`config.mk`:
```
export PLATFORM = sky130hd
export DESIGN_NAME = pss_top
export DESIGN_NICKNAME = d
export VERILOG_FILES = /design/src/pss_pkg.sv /design/src/pss_strobe_detect.sv /design/src/pss_top.sv
export SDC_FILE = /design/constraint.sdc
export NUM_CORES = 1
export LEC_CHECK = 0
export ABC_AREA = 1
export BUFFER_PORTS_ARGS = -buffer_cell sky130_fd_sc_hd__buf_4
export CAP_MARGIN = 10
export CORE_MARGIN = 2
export CORE_UTILIZATION = 45
export DETAILED_ROUTE_END_ITERATION = 7
export PLACE_DENSITY = 0.72
export SYNTH_ARGS = -nofsm -noshare
export SYNTH_HDL_FRONTEND = slang
export SYNTH_SLANG_ARGS = --single-unit
```
`constraint.sdc`:
```
create_clock -name hclk -period 2 [get_ports hclk]
set_clock_uncertainty 0.2 [all_clocks]
set_input_delay 0 -clock hclk [delete_from_list [all_inputs] [get_ports hclk]]
set_output_delay 0 -clock hclk [all_outputs]
set_load 0.05 [all_outputs]
```
`src/pss_pkg.sv`:
```
// Constants, register map and carrier types of the parallel slave port.
// Assumes a 32-bit AHB-Lite register bus and an 8-bit external data port.
//
// Behaviour
// - Input-full flag set while received byte unread.
// - Output-full flag holds until external read completes.
// - Overflow flag on write while input full.
// - Mode bit selects slave port or GPIO.
// - Low four control bits read zero.
`default_nettype none
package pss_pkg;

   // ----------------------------------------------------------------
   // Register map (byte addresses)
   // ----------------------------------------------------------------
   localparam int unsigned ADDR_W       = 8;
   localparam logic [7:0]  OFF_CTRL     = 8'h00;
   localparam logic [7:0]  OFF_IN_DATA  = 8'h04;
   localparam logic [7:0]  OFF_OUT_DATA = 8'h08;
   localparam logic [7:0]  OFF_IRQ_STAT = 8'h0C;
   localparam logic [7:0]  OFF_IRQ_MASK = 8'h10;
   localparam logic [7:0]  OFF_GPIO_OUT = 8'h14;
   localparam logic [7:0]  OFF_GPIO_DIR = 8'h18;
   localparam logic [7:0]  OFF_GPIO_IN  = 8'h1C;

   // ----------------------------------------------------------------
   // Field positions and reset values
   // ----------------------------------------------------------------
   localparam int unsigned BIT_IBF      = 7;
   localparam int unsigned BIT_OBF      = 6;
   localparam int unsigned BIT_OVF      = 5;
   localparam int unsigned BIT_MODE     = 4;
   localparam int unsigned IRQ_WR       = 0;
   localparam int unsigned IRQ_RD       = 1;
   localparam int unsigned IRQ_OVF      = 2;
   localparam int unsigned IRQ_W        = 3;
   localparam logic [7:0]  BYTE_RST     = 8'h00;
   localparam logic [IRQ_W-1:0] IRQ_RST = 3'h0;
   localparam logic [1:0]  HTRANS_NSEQ  = 2'h2;

   // ----------------------------------------------------------------
   // Carrier types
   // ----------------------------------------------------------------
   typedef struct packed {
      logic              valid;
      logic              write;
      logic [ADDR_W-1:0] addr;
   } pss_aphase_t;

   typedef struct packed {
      logic cs_n;
      logic wr_n;
      logic rd_n;
   } pss_strobe_t;

endpackage

`default_nettype wire

```
`src/pss_strobe_detect.sv`:
```
// Completion detector for the external chip-selected strobes.
// Assumes strobe and data inputs are synchronous to hclk.
`timescale 1ns/1ps
`default_nettype none

module pss_strobe_detect
(
   // Clock and reset
   input  wire logic               hclk,
   input  wire logic               hresetn,
   // Control and pins
   input  wire logic               enable,
   input  wire pss_pkg::pss_strobe_t strobe,
   input  wire logic [7:0]         data_in,
   // Results
   output logic                    wr_done,
   output logic                    rd_done,
   output logic                    rd_active,
   output logic [7:0]              wr_byte
);

   logic       wr_act;
   logic       wr_prev_r;
   logic       rd_prev_r;
   logic [7:0] byte_r;

   assign wr_act    = enable & ~strobe.cs_n & ~strobe.wr_n;
   assign rd_active = enable & ~strobe.cs_n & ~strobe.rd_n;

   // A strobe completes when it leaves its active state.
   assign wr_done = wr_prev_r & ~wr_act;
   assign rd_done = rd_prev_r & ~rd_active;
   // While the write strobe stands the byte is tracked, so the value
   // present in the last active cycle is the one handed over.
   assign wr_byte = byte_r;

   always_ff @(posedge hclk or negedge hresetn)
   begin
      if (!hresetn)
      begin
         wr_prev_r <= 1'b0;
         rd_prev_r <= 1'b0;
         byte_r    <= pss_pkg::BYTE_RST;
      end
      else
      begin
         wr_prev_r <= wr_act;
         rd_prev_r <= rd_active;
         if (wr_act)
            byte_r <= data_in;
      end
   end

endmodule

`default_nettype wire

```
`src/pss_top.sv`:
```
// Parallel slave port: AHB-Lite register slave, buffers, flags, pins.
// Assumes external strobes are synchronous to hclk and active low.
`timescale 1ns/1ps
`default_nettype none

module pss_top
(
   // Clock and reset
   input  wire logic        hclk,
   input  wire logic        hresetn,
   // AHB-Lite slave
   input  wire logic        hsel,
   input  wire logic [31:0] haddr,
   input  wire logic [1:0]  htrans,
   input  wire logic        hwrite,
   input  wire logic [2:0]  hsize,
   input  wire logic [31:0] hwdata,
   input  wire logic        hready,
   output logic [31:0]      hrdata,
   output logic             hreadyout,
   output logic             hresp,
   // External parallel port
   input  wire logic        port_cs_n,
   input  wire logic        port_wr_n,
   input  wire logic        port_rd_n,
   input  wire logic [7:0]  parallel_data_pins_in,
   output logic [7:0]       parallel_data_pins_out,
   output logic [7:0]       parallel_data_pins_oe,
   // Interrupt
   output logic             slave_port_irq
);

   // ----------------------------------------------------------------
   // State
   // ----------------------------------------------------------------
   pss_pkg::pss_aphase_t      ap_r;
   logic                      ibf_r;
   logic                      obf_r;
   logic                      ovf_r;
   logic                      mode_r;
   logic [7:0]                in_buf_r;
   logic [7:0]                out_buf_r;
   logic [pss_pkg::IRQ_W-1:0] irq_stat_r;
   logic [pss_pkg::IRQ_W-1:0] irq_mask_r;
   logic [7:0]                gpio_out_r;
   logic [7:0]                gpio_dir_r;
   logic [31:0]               hrdata_r;
   logic                      hready_r;
   logic [7:0]                pin_out_r;
   logic [7:0]                pin_oe_r;
   logic                      irq_r;

   // ----------------------------------------------------------------
   // Bus decode
   // ----------------------------------------------------------------
   pss_pkg::pss_aphase_t ap_nxt;
   logic                 accept;
   logic                 dwr;
   logic [7:0]           wb;
   logic                 we_ctrl;
   logic                 we_out;
   logic                 we_stat;
   logic                 we_mask;
   logic                 we_gout;
   logic                 we_gdir;
   logic                 rd_in_acc;
   logic [7:0]           ctrl_view;
   logic [31:0]          rdata_nxt;

   assign accept       = hsel & hready & (htrans == pss_pkg::HTRANS_NSEQ);
   assign ap_nxt.valid = accept;
   assign ap_nxt.write = hwrite;
   assign ap_nxt.addr  = haddr[pss_pkg::ADDR_W-1:0];

   assign dwr     = ap_r.valid & ap_r.write;
   assign wb      = hwdata[7:0];
   assign we_ctrl = dwr & (ap_r.addr == pss_pkg::OFF_CTRL);
   assign we_out  = dwr & (ap_r.addr == pss_pkg::OFF_OUT_DATA);
   assign we_stat = dwr & (ap_r.addr == pss_pkg::OFF_IRQ_STAT);
   assign we_mask = dwr & (ap_r.addr == pss_pkg::OFF_IRQ_MASK);
   assign we_gout = dwr & (ap_r.addr == pss_pkg::OFF_GPIO_OUT);
   assign we_gdir = dwr & (ap_r.addr == pss_pkg::OFF_GPIO_DIR);

   // Reading the input byte frees the buffer; the side effect is taken
   // with the address phase so it lines up with the returned data.
   assign rd_in_acc = accept & ~hwrite
                    & (haddr[pss_pkg::ADDR_W-1:0] == pss_pkg::OFF_IN_DATA);

   assign ctrl_view = {ibf_r, obf_r, ovf_r, mode_r, 4'h0};

   // Unmapped addresses read as zero and always answer OKAY.
   assign rdata_nxt =
      (!accept || hwrite) ? 32'h0000_0000 :
      (ap_nxt.addr == pss_pkg::OFF_CTRL)     ? {24'h00_0000, ctrl_view} :
      (ap_nxt.addr == pss_pkg::OFF_IN_DATA)  ? {24'h00_0000, in_buf_r} :
      (ap_nxt.addr == pss_pkg::OFF_OUT_DATA) ? {24'h00_0000, out_buf_r} :
      (ap_nxt.addr == pss_pkg::OFF_IRQ_STAT) ? {29'h0, irq_stat_r} :
      (ap_nxt.addr == pss_pkg::OFF_IRQ_MASK) ? {29'h0, irq_mask_r} :
      (ap_nxt.addr == pss_pkg::OFF_GPIO_OUT) ? {24'h00_0000, gpio_out_r} :
      (ap_nxt.addr == pss_pkg::OFF_GPIO_DIR) ? {24'h00_0000, gpio_dir_r} :
      (ap_nxt.addr == pss_pkg::OFF_GPIO_IN)
         ? {24'h00_0000, parallel_data_pins_in} : 32'h0000_0000;

   // ----------------------------------------------------------------
   // External strobes
   // ----------------------------------------------------------------
   pss_pkg::pss_strobe_t strobe;
   logic                 wr_done;
   logic                 rd_done;
   logic                 rd_active;
   logic [7:0]           wr_byte;

   assign strobe.cs_n = port_cs_n;
   assign strobe.wr_n = port_wr_n;
   assign strobe.rd_n = port_rd_n;

   pss_strobe_detect u_strobe
   (
      .hclk      (hclk),
      .hresetn   (hresetn),
      .enable    (mode_r),
      .strobe    (strobe),
      .data_in   (parallel_data_pins_in),
      .wr_done   (wr_done),
      .rd_done   (rd_done),
      .rd_active (rd_active),
      .wr_byte   (wr_byte)
   );

   // ----------------------------------------------------------------
   // Flags and buffers
   // ----------------------------------------------------------------
   logic                      ovf_ev;
   logic                      take_byte;
   logic                      ibf_nxt;
   logic                      obf_nxt;
   logic                      ovf_nxt;
   logic [pss_pkg::IRQ_W-1:0] irq_ev;
   logic [pss_pkg::IRQ_W-1:0] stat_nxt;

   // A byte arriving over an unread one is dropped; the old byte stays.
   assign ovf_ev    = wr_done & ibf_r;
   assign take_byte = wr_done & ~ibf_r;

   // Hardware set wins over a same-cycle software read.
   assign ibf_nxt = wr_done ? 1'b1 :
                    (rd_in_acc ? 1'b0 : ibf_r);
   // A new word from the CPU outranks a read that completes with it.
   assign obf_nxt = we_out ? 1'b1 :
                    (rd_done ? 1'b0 : obf_r);
   // Only software clears the overflow; a new event beats the clear.
   assign ovf_nxt = ovf_ev ? 1'b1 :
                    (we_ctrl ? wb[pss_pkg::BIT_OVF] : ovf_r);

   assign irq_ev[pss_pkg::IRQ_WR]  = wr_done;
   assign irq_ev[pss_pkg::IRQ_RD]  = rd_done;
   assign irq_ev[pss_pkg::IRQ_OVF] = ovf_ev;
   assign stat_nxt = (irq_stat_r & ~(we_stat ? wb[pss_pkg::IRQ_W-1:0]
                                             : pss_pkg::IRQ_RST))
                   | irq_ev;

   // ----------------------------------------------------------------
   // Pin drive
   // ----------------------------------------------------------------
   logic [7:0] pin_out_nxt;
   logic [7:0] pin_oe_nxt;

   assign pin_out_nxt = mode_r ? out_buf_r : gpio_out_r;
   assign pin_oe_nxt  = mode_r ? {8{rd_active}} : gpio_dir_r;

   // ----------------------------------------------------------------
   // Registers
   // ----------------------------------------------------------------
   always_ff @(posedge hclk or negedge hresetn)
   begin
      if (!hresetn)
      begin
         ap_r       <= '0;
         hrdata_r   <= 32'h0000_0000;
         hready_r   <= 1'b0;
         ibf_r      <= 1'b0;
         obf_r      <= 1'b0;
         ovf_r      <= 1'b0;
         mode_r     <= 1'b0;
         irq_stat_r <= pss_pkg::IRQ_RST;
         irq_mask_r <= pss_pkg::IRQ_RST;
         irq_r      <= 1'b0;
      end
      else
      begin
         ap_r       <= ap_nxt;
         hrdata_r   <= rdata_nxt;
         hready_r   <= 1'b1;
         ibf_r      <= ibf_nxt;
         obf_r      <= obf_nxt;
         ovf_r      <= ovf_nxt;
         irq_stat_r <= stat_nxt;
         irq_r      <= |(stat_nxt & irq_mask_r);
         if (we_ctrl)
            mode_r <= wb[pss_pkg::BIT_MODE];
         if (we_mask)
            irq_mask_r <= wb[pss_pkg::IRQ_W-1:0];
      end
   end

   always_ff @(posedge hclk or negedge hresetn)
   begin
      if (!hresetn)
      begin
         in_buf_r   <= pss_pkg::BYTE_RST;
         out_buf_r  <= pss_pkg::BYTE_RST;
         gpio_out_r <= pss_pkg::BYTE_RST;
         gpio_dir_r <= pss_pkg::BYTE_RST;
         pin_out_r  <= pss_pkg::BYTE_RST;
         pin_oe_r   <= pss_pkg::BYTE_RST;
      end
      else
      begin
         pin_out_r <= pin_out_nxt;
         pin_oe_r  <= pin_oe_nxt;
         if (take_byte)
            in_buf_r <= wr_byte;
         if (we_out)
            out_buf_r <= wb;
         if (we_gout)
            gpio_out_r <= wb;
         if (we_gdir)
            gpio_dir_r <= wb;
      end
   end

   assign hrdata                 = hrdata_r;
   assign hreadyout              = hready_r;
   assign hresp                  = 1'b0;
   assign parallel_data_pins_out = pin_out_r;
   assign parallel_data_pins_oe  = pin_oe_r;
   assign slave_port_irq         = irq_r;

endmodule

`default_nettype wire

```
==> qor.yml, run 1 <==
global_routing:
  grt_use_met2_pct: 31.9
  met1_usage_pct: 28.4
  met3_usage_pct: 3.68
  grt_pass1_vias: 3146
  grt.busiest_layer: "met2"
  grt_overflow: 0
  grt_max_degree: 41
  grt.total_usage_pct: 20.5
  antenna_found_initial: 0
  grt_pass1_wl_um: 15300
clock_tree:
  cts_tree: "yes"
  cts_buffers: 9
  cts.htree.levels: 3
  cts_sinks: 88
  clock-root-buffer: "clkbuf_8"
  insertion_delay_ns: 0.37
  path_clk_slew_ns: 0.09
  ctsLongestPathBuffers: 2
pwr:
  p_leak_nw: 2.74
  ir_drop_v: 0.000341
  powerDensity_nw_per_um2: 763
  power.total_mw: 3.80
sta:
  whs_ns: 0.00291
  setup_viol: 0
  hold_viol_final: 0
  drv_slew: 0
  fmax_mhz: 547
  min_period_ns: 1.83
  fin_setup_tns_ns: 0
  post-route-period-util_pct: 91.4
  fin_ws_ns: 0.173
  rsz0062_at_grt: "false"
synthesis:
  synth.most_common_cell: "nand2_1"
  yosys-top-cells-count: "134 x nand2_1, 88 x dfrtp_1, 52 x o21ai_0"
  ys_top_cells_by_area: "dfrtp_1 57%, nand2_1 13%, o21ai_0 6.7%"
  seq_area_frac_synth_pct: 56.9
  synthArstFlopShare_pct: 100
  ys.flop_type: "dfrtp_1"
  yosysWarnings: 0
  netlist_instances: 451
  yosysTopAreaCell: "dfrtp_1"
  synth_edf_count: 0
  yosysUniqueCellTypes: 26
  ys_ff_latch: 88
  avgSynthCellArea_um2: 8.58
  synth_top_area_share_pct: 56.9
  syn-cell-area_um2: 3870
drt:
  via_count: 3265
  drtPass1Iterations: 6
  drt-vias-per-instance: 4.90
  ant_nets: 0
  initialDrtViolationCount: 236
  routed_wl_um: 9120
  avgRoutedWirePerCell_um: 13.7
  drcViolationCount: 0
worst_setup_path:
  crit_path_end: "ibf_r"
  r2r_start: "mode_r"
  crit_path_start_kind: "flip-flop"
  reg2reg_slack_ns: 0.17
  critPathKind: "flip-flop to flip-flop"
  path_max_fanout: 6
  cp-startpoint: "mode_r"
  r2r-end: "ibf_r"
  worstPathArrival_ns: 1.88
  r2r.worst_path.cells: 5
  required_ns: 2.06
  crit_path_end_kind: "flip-flop"
worst_hold_path:
  min_path_type: "input pin to flip-flop"
die:
  rows: 33
  start_util_pct: 46.9
  io_pins: 136
  coreArea_um2: 8260
  die_h_um: 96.7
  die_area_um2: 9360
  die_width_um: 96.7
cells_and_area:
  nNetsFinal: 642
  area_growth_syn_to_layout_pct: 28.8
  n_antenna_cell: 0
  final_area_um2: 4990
  drive_gt1_share_pct: 17.3
placement:
  post-place-ws_ns: 0.272
  place.gp.congestion: 0.923
  place_area_um2: 4390
  io_buffers: 59
  place_hpwl_um: 6380
job:
  max-cap-violations: 0
run_status:
  outcome: "finished clean"
sequential cells by signal, summed over array words and instances, names as in the netlist, 3 cells and up:
register and cells:
u_strobe.wr_byte 8, gpio_dir_r 8, gpio_out_r 8, parallel_data_pins_oe 8
in_buf_r 8, irq_mask_r 3, out_buf_r 8, irq_stat_r 3
ap_r 10, hrdata 8, parallel_data_pins_out 8
layout make-up:
class,count,area (µm²)
Clock buffer,10,128
Inverter,52,198
Multi-Input combinational cell,301,1320
Tap cell,105,131
Timing Repair Buffer,105,898
Fill cell,742,3270
Clock inverter,6,108
Sequential cell,88,2200
report_power, final:
group / total (mW) / switching (mW) / leakage (nW) / internal, mW
Sequential: 1.90 / 0.0440 / 0.957 / 1.86
Combinational: 0.459 / 0.305 / 1.67 / 0.154
Clock: 1.44 / 0.616 / 0.116 / 0.825
per-stage QoR:
step,utilization (%),std cells
after global routing,60.4,667
final,60.4,667
after CTS,60.3,667
after floorplan,-,475
after global placement,53.1,616
after detailed placement,53.1,616
kinds of logic (layout without fill, tap and decap cells):
logic type,after synthesis,after routing,share of synthesized area (%)
AND/OR/NAND/NOR,207,207,22.5
flip-flops,88,88,56.9
buffers and inverters,86,173,11.4
AO/OA/AOI/OAI,68,68,9.02
other,2,26,0.194
what timing repair did:
action                                 in CTS  in global routing
setup endpoints to repair                   0                  1
hold buffers                               35                  0
resized for setup                           0                  1
buffers inserted                            0                  0
endpoints found under the hold margin     154                  0
worst max-delay path, cell delays in order, from the launching register on:
cell and delay (ns):
dfrtp_1 0.37, inv_2 0.05, or3_4 0.38, nand2_4 0.10, dlygate4sd3_1 0.56, nand2_1 0.06
metal layers:
metal / vias to the layer above / share of wire [%]
li1: 1578 / -
met1: 1540 / 45
met2: 127 / 47
met3: 20 / 5.7
met4: 0 / 2.5
met5: - / 0
placed cells by master (no fill, tap or decap), types with 2 or more instances in the layout:
master and count:
nand2_4 2, dfrtp_1 88, nor2_2 2, buf_4 69
nor3_1 7, dlygate4sd3_1 34, inv_1 50, o21ai_0 52
a21oi_1 10, conb_1 26, o21ai_1 2, nand2_1 134
clkbuf_8 9, nor2_1 25, bufinv_16 3, buf_12 2
clkinv_2 2, o211ai_1 3, nand3_1 31
how the worst min path moves through the flow:
stage                        from        end  slack [ns]  cells after the start
final                        hsel  hrdata[7]       0.003                      7
after global routing         hsel  hrdata[7]        0.05                      7
after CTS                    hsel  hrdata[7]       0.003                      7
after detailed placement  hresetn    ap_r[8]       -0.25                      1
after global placement    hresetn    ap_r[8]       -0.25                      1
after floorplan           hresetn    ap_r[0]       -0.50                      0
No activity file was read; power rests on OpenSTA's default activity.
==> run 2: changes to the inputs <==
--- a/config.mk
+++ b/config.mk
@@ -5,13 +5,12 @@
 export SDC_FILE = /design/constraint.sdc
 export NUM_CORES = 1
 export LEC_CHECK = 0
-export ABC_AREA = 1
 export BUFFER_PORTS_ARGS = -buffer_cell sky130_fd_sc_hd__buf_4
 export CAP_MARGIN = 10
-export CORE_MARGIN = 2
+export CORE_MARGIN = 3
 export CORE_UTILIZATION = 45
 export DETAILED_ROUTE_END_ITERATION = 7
-export PLACE_DENSITY = 0.72
+export PLACE_DENSITY = 0.75
 export SYNTH_ARGS = -nofsm -noshare
 export SYNTH_HDL_FRONTEND = slang
 export SYNTH_SLANG_ARGS = --single-unit
==> constraint.sdc (replaced) <==
create_clock -name hclk -period 1.5 [get_ports hclk]
set_clock_uncertainty 0.2 [all_clocks]
set_input_delay 0 -clock hclk [delete_from_list [all_inputs] [get_ports hclk]]
set_output_delay 0 -clock hclk [all_outputs]
set_load 0.05 [all_outputs]
==> run 2 against run 1 <==
The run now ends with negative hold slack, negative setup slack left. Total power is 41% higher. Die area is 3.4% higher. Largest power group unchanged. Largest cell class unchanged. Core utilization is 2.8 points higher. Critical path depth is 1 higher.
==> qor.yml, run 2 <==
worst_setup_path:
  crit_chain: "buf_4 -> nor4_1 -> and2_4 -> nand3b_1 -> buf_6 -> mux2_4"
  r2r-end: "out_buf_r[0]"
  cp_top_family: "simple AND/OR/NAND/NOR gates"
  path_max_fanout: 9
  reg2reg_slack_ns: -0.35
  slowest_delay_ns: 0.42
  timing.critical_path.buf_inv: 2
  crit_slowest_cell: "dfrtp_1"
  crit_path_start_kind: "flip-flop"
  crit_path_end_kind: "flip-flop"
  worstPathArrival_ns: 1.90
  critPathKind: "flip-flop to flip-flop"
  r2r.worst_path.cells: 6
  r2r_start: "ap_r[5]"
  required_ns: 1.55
run_status:
  outcome: "complete, but fails checks"
  violations: "negative hold slack, negative setup slack"
synthesis:
  ys_top_cells_by_area: "dfrtp_1 57%, mux2_2 13%, buf_4 4.9%"
  synthArstFlopShare_pct: 100
  synth_top_area_share_pct: 57.3
  netlist_instances: 329
  muxShareOfSynthArea_pct: 14.7
  yosysTopAreaCell: "dfrtp_1"
  synth-xor-area-share_pct: 0
  yosysWarnings: 0
  yosysUniqueCellTypes: 43
  seq_area_frac_synth_pct: 57.3
  synth.most_common_cell: "dfrtp_1"
  syn-cell-area_um2: 3840
  ys_ff_latch: 88
  synth_top_family_by_area: "multiplexers"
  ys.flop_type: "dfrtp_1"
  yosys-top-cells-count: "88 x dfrtp_1, 46 x mux2_2, 25 x buf_4, 25 x nand2_1, 18 x o21ai_0"
  synth_compound_area_share_pct: 9.35
  synth-simple-area-share_pct: 10.6
  synthAdderAreaFrac_pct: 0
  avgSynthCellArea_um2: 11.7
  synth_edf_count: 0
cells_and_area:
  nNetsFinal: 528
  n_antenna_cell: 0
  final_cell_mix: "88 x dfrtp_1, 85 x buf_4, 35 x mux2_2, 27 x dlygate4sd3_1, 26 x conb_1"
  max_flop_register: "ap_r"
  final_area_um2: 5210
  final_common_cell: "dfrtp_1"
  drive_gt1_share_pct: 40.6
  area_growth_syn_to_layout_pct: 35.8
  largest_reg_flops: 10
sta:
  fmax_mhz: 542
  min_period_ns: 1.85
  setup_viol: 51
  rsz0062_at_grt: "true"
  hold_viol_final: 15
  post-route-period-util_pct: 123
  whs_ns: -0.166
  drv_slew: 0
  fin_ws_ns: -0.347
  fin_setup_tns_ns: -11.10
pwr:
  p_clk_share_pct: 31.5
  p_comb_share_pct: 18.4
  p_leak_nw: 2.44
  powerDensity_nw_per_um2: 1030
  ir_drop_v: 0.000503
  power.total_mw: 5.35
  switchingPower_mw: 1.55
  p_int_mw: 3.81
  seqPwrFrac_pct: 50.1
  swShare_pct: 28.9
worst_hold_path:
  holdPathStages: 3
  holdCritStartpoint: "port_rd_n"
  holdPathEnd: "irq_stat_r[1]"
  min_path_type: "input pin to flip-flop"
clock_tree:
  path_clk_slew_ns: 0.09
  ctsLongestPathBuffers: 2
  insertion_delay_ns: 0.36
  cts.htree.levels: 3
  cts_sinks: 88
  cts_buffers: 9
  clock-root-buffer: "clkbuf_8"
  cts_tree: "yes"
drt:
  dr.max_layer_used: "met4"
  wl_met3_um: 318
  drt-vias-per-instance: 5.05
  ant_nets: 0
  met1_length_um: 4350
  avgRoutedWirePerCell_um: 16.9
  routed_wl_um: 9330
  via_count: 2790
  wl_met2_um: 4490
  initialDrtViolationCount: 156
  drcViolationCount: 0
  drtPass1Iterations: 4
die:
  die_width_um: 98.4
  rows: 33
  start_util_pct: 46.5
  die_area_um2: 9680
  coreArea_um2: 8260
  die_h_um: 98.4
  io_pins: 136
placement:
  place_hpwl_um: 6100
  place_area_um2: 4490
  place.gp.congestion: 0.904
  post-place-ws_ns: -0.423
  io_buffers: 59
job:
  max-cap-violations: 0
global_routing:
  grt_pass1_vias: 2750
  antenna_found_initial: 0
  grt_max_degree: 89
  grt.total_usage_pct: 19.1
  grt_pass1_wl_um: 14400
  grt_overflow: 0
-- run 2: changes by cell type in the layout (fill, tap and decap cells not counted), sizes merged, moves of 7 or more --
| cell | delta |
|---|---|
| buf | +20 |
| dlygate4sd3 | -7 |
| inv | -37 |
| mux2 | +50 |
| nand2 | -112 |
| nand3 | -26 |
| nor2 | -14 |
| o21ai | -36 |
-- run 2: timing repair --
item	4_1_cts	5_1_grt
pin swaps	9	7
hold buffers	28	2
endpoints found under the setup margin	50	65
hold endpoints to repair	158	23
setup buffers	5	4
gates resized for setup	22	31
-- run 2: kinds of logic after synthesis --
logic type	after synthesis
AOI/OAI and AO/OA	56
buffers and inverters	53
DFF	88
muxes	50
other	2
and+or+nand+nor	80
-- run 2: layer usage --
| layer | global-route usage (%) | vias to the layer above |
|---|---|---|
| met3 | 3.07 | 12 |
| met5 | 0 | - |
| met1 | 27.3 | 1375 |
| met2 | 29.7 | 77 |
| li1 | - | 1326 |
| met4 | 6.62 | 0 |
-- run 2: layout make-up --
cell class	count	area [µm²]
timing repair buffer	119	1010
multi-input combinational	212	1620
sequential	88	2200
inverter	13	48.8
tap	105	131
fill	641	3040
clock inverter	6	66.3
clock buffer	10	138
-- run 2: worst min-delay path, delay by kind of cell --
family	cells	cell delay (ns)
AND/OR/NAND/NOR	1	0.12
AO/OA/AOI/OAI	1	0.16
buffers and inverters	1	0.08
-- run 2: worst max path at each step --
stage | start | end | slack (ns) | depth (start not counted)
4_1_cts | ap_r[5] | slave_port_irq | -0.34 | 5
3_5_place_dp | ap_r[1] | slave_port_irq | -0.42 | 5
6_report | ap_r[5] | out_buf_r[0] | -0.35 | 6
5_1_grt | ap_r[5] | slave_port_irq | -0.41 | 5
2_1_floorplan | ap_r[6] | out_buf_r[0] | -0.31 | 5
3_3_place_gp | ap_r[1] | slave_port_irq | -0.43 | 5
-- run 2: power groups by stage --
stage               Clock, mW  Sequential, mW  Combinational, mW
detailed placement          0            2.71              0.840
finish                   1.69            2.68              0.986
floorplan                   0            2.80              0.483
CTS                      1.70            2.67              0.937
global route             1.82            2.70               1.06
global placement            0            2.71              0.823
-- run 2: per-stage QoR --
stage / cells / utilization, %
2_1_floorplan: 353 / -
3_3_place_gp: 505 / 54.4
3_5_place_dp: 505 / 54.4
4_1_cts: 550 / 61.3
5_1_grt: 553 / 63.1
6_report: 553 / 63.1
==> run 3: changes to the inputs <==
--- a/config.mk
+++ b/config.mk
@@ -5,12 +5,14 @@
 export SDC_FILE = /design/constraint.sdc
 export NUM_CORES = 1
 export LEC_CHECK = 0
+export ABC_AREA = 1
 export BUFFER_PORTS_ARGS = -buffer_cell sky130_fd_sc_hd__buf_4
 export CAP_MARGIN = 10
 export CORE_MARGIN = 3
 export CORE_UTILIZATION = 45
 export DETAILED_ROUTE_END_ITERATION = 7
 export PLACE_DENSITY = 0.75
+export REMOVE_ABC_BUFFERS = 1
 export SYNTH_ARGS = -nofsm -noshare
 export SYNTH_HDL_FRONTEND = slang
 export SYNTH_SLANG_ARGS = --single-unit
==> run 3 against run 2 <==
The flow finishes with violations (negative setup slack). Routed wire length rose by 16%. Core utilization grew 2.1 points. Critical path depth up 2. Sequential share of layout area down 1.6 points. Clock power increased by 2%. Combinational power is 31% lower. Fmax increased by 13%. Sequential power shrank 5%. Non-clock buffer count rose by 5. Critical path type unchanged. Largest power group unchanged.
==> qor.yml, run 3 (synthesis gave the netlist of run 1 again) <==
cells_and_area:
  drive_gt1_share_pct: 28.0
  final_cells: 688
  largest_reg_flops: 10
  final_cell_mix: "110 x nand2_1, 88 x dfrtp_1, 77 x buf_4, 49 x inv_1, 33 x dlygate4sd3_1"
  n_antenna_cell: 0
  nNetsFinal: 663
  final_common_cell: "nand2_1"
  max_flop_register: "ap_r"
  area_growth_syn_to_layout_pct: 40.0
  fill_cells: 599
  postLayoutCoreUtil_pct: 65.3
die:
  die_width_um: 98.7
  die_area_um2: 9750
  coreArea_um2: 8300
  io_pins: 136
  rows: 33
  start_util_pct: 46.6
  die_h_um: 98.7
worst_hold_path:
  min_path_type: "input pin to flip-flop"
  holdPathStages: 7
run_status:
  outcome: "complete, but fails checks"
  violations: "negative setup slack"
sta:
  fin_setup_tns_ns: -2.57
  fmax_mhz: 611
  post-route-period-util_pct: 109
  fin_ws_ns: -0.136
  hold_viol_final: 0
  drv_slew: 0
  setup_viol: 30
  min_period_ns: 1.64
  rsz0062_at_grt: "true"
drt:
  drt-vias-per-instance: 5.22
  routed_wl_um: 10800
  avgRoutedWirePerCell_um: 15.7
  via_count: 3594
  ant_nets: 0
  drcViolationCount: 0
  drtPass1Iterations: 7
  initialDrtViolationCount: 345
clock_tree:
  cts_tree: "yes"
  ctsLongestPathBuffers: 2
  insertion_delay_ns: 0.35
  path_clk_slew_ns: 0.08
  cts_buffers: 9
  cts_sinks: 88
  cts.htree.levels: 3
  clock-root-buffer: "clkbuf_8"
worst_setup_path:
  path_max_fanout: 8
  r2r.worst_path.cells: 8
  worstPathArrival_ns: 1.67
  crit_path_start_kind: "flip-flop"
  critPathKind: "flip-flop to flip-flop"
  required_ns: 1.53
  crit_path_end_kind: "flip-flop"
placement:
  io_buffers: 59
  place.gp.congestion: 0.902
  post-place-ws_ns: -0.187
  dp.cells: 631
  place_hpwl_um: 6800
pwr:
  ir_drop_v: 0.000624
  powerDensity_nw_per_um2: 915
  p_leak_nw: 2.90
  power.total_mw: 4.96
job:
  max-cap-violations: 0
global_routing:
  grt_overflow: 0
  grt_pass1_vias: 3438
  grt_max_degree: 56
  grt_pass1_wl_um: 16800
  grt.total_usage_pct: 21.8
  antenna_found_initial: 0
## run 3: stage by stage
step	area [µm²]	hold WS (ns)
2_1_floorplan	3720	-0.496
3_3_place_gp	4540	-0.389
3_5_place_dp	4540	-0.385
4_1_cts	5230	0.0366
5_1_grt	5420	0.0732
6_report	5420	0.0294
## run 3: repair_timing
| action | in CTS | in global routing |
|---|---|---|
| gates cloned | 2 | 2 |
| setup endpoints to repair | 37 | 53 |
| buffers inserted | 4 | 0 |
| pin swaps | 5 | 11 |
| endpoints found under the hold margin | 160 | 0 |
| hold buffers | 33 | 0 |
| gates resized for setup | 39 | 60 |
## run 3: metal layers
metal | GRT usage, % | wire length, µm | vias up
met3 | 3.75 | 827 | 37
li1 | - | - | 1624
met2 | 36.5 | 5460 | 204
met1 | 28.5 | 4100 | 1729
met5 | 0 | 0 | -
met4 | 8.61 | 426 | 0
## run 3: critical path, stage by stage, from the launching register on
cell and delay [ns]:
dfrtp_1 0.38, nor2_2 0.15, nand2_2 0.09, nor3b_2 0.17, buf_4 0.17, nand2_4 0.07
buf_8 0.15, nand2_2 0.05, o21ai_1 0.07
## run 3: final timing paths
kind                                   from            end  slack (ns)
max in group asynchronous           hresetn   out_buf_r[1]        0.27
worst max register to register      ap_r[5]  gpio_out_r[4]       -0.14
worst max-delay path                ap_r[5]  gpio_out_r[4]       -0.14
min in group asynchronous           hresetn      hrdata[7]        0.36
worst min register to register  in_buf_r[6]    in_buf_r[6]        0.30
worst min-delay path                   hsel      hrdata[6]        0.03
## run 3: layout make-up
| type | count | area (µm²) | share of cell area (%) |
|---|---|---|---|
| Inverter | 52 | 200 | 3.70 |
| Sequential cell | 88 | 2200 | 40.6 |
| Timing Repair Buffer | 124 | 1120 | 20.6 |
| Clock buffer | 12 | 165 | 3.05 |
| Clock inverter | 4 | 51.3 | 0.947 |
| Multi-Input combinational cell | 303 | 1550 | 28.6 |
| Tap cell | 105 | 131 | 2.42 |
## run 3: where the power goes
| part | total, mW | internal [mW] | switching [mW] |
|---|---|---|---|
| Sequential | 2.55 | 2.48 | 0.0716 |
| Combinational | 0.677 | 0.239 | 0.438 |
| Clock | 1.73 | 0.907 | 0.821 |
| Total | 4.96 | 3.63 | 1.33 |
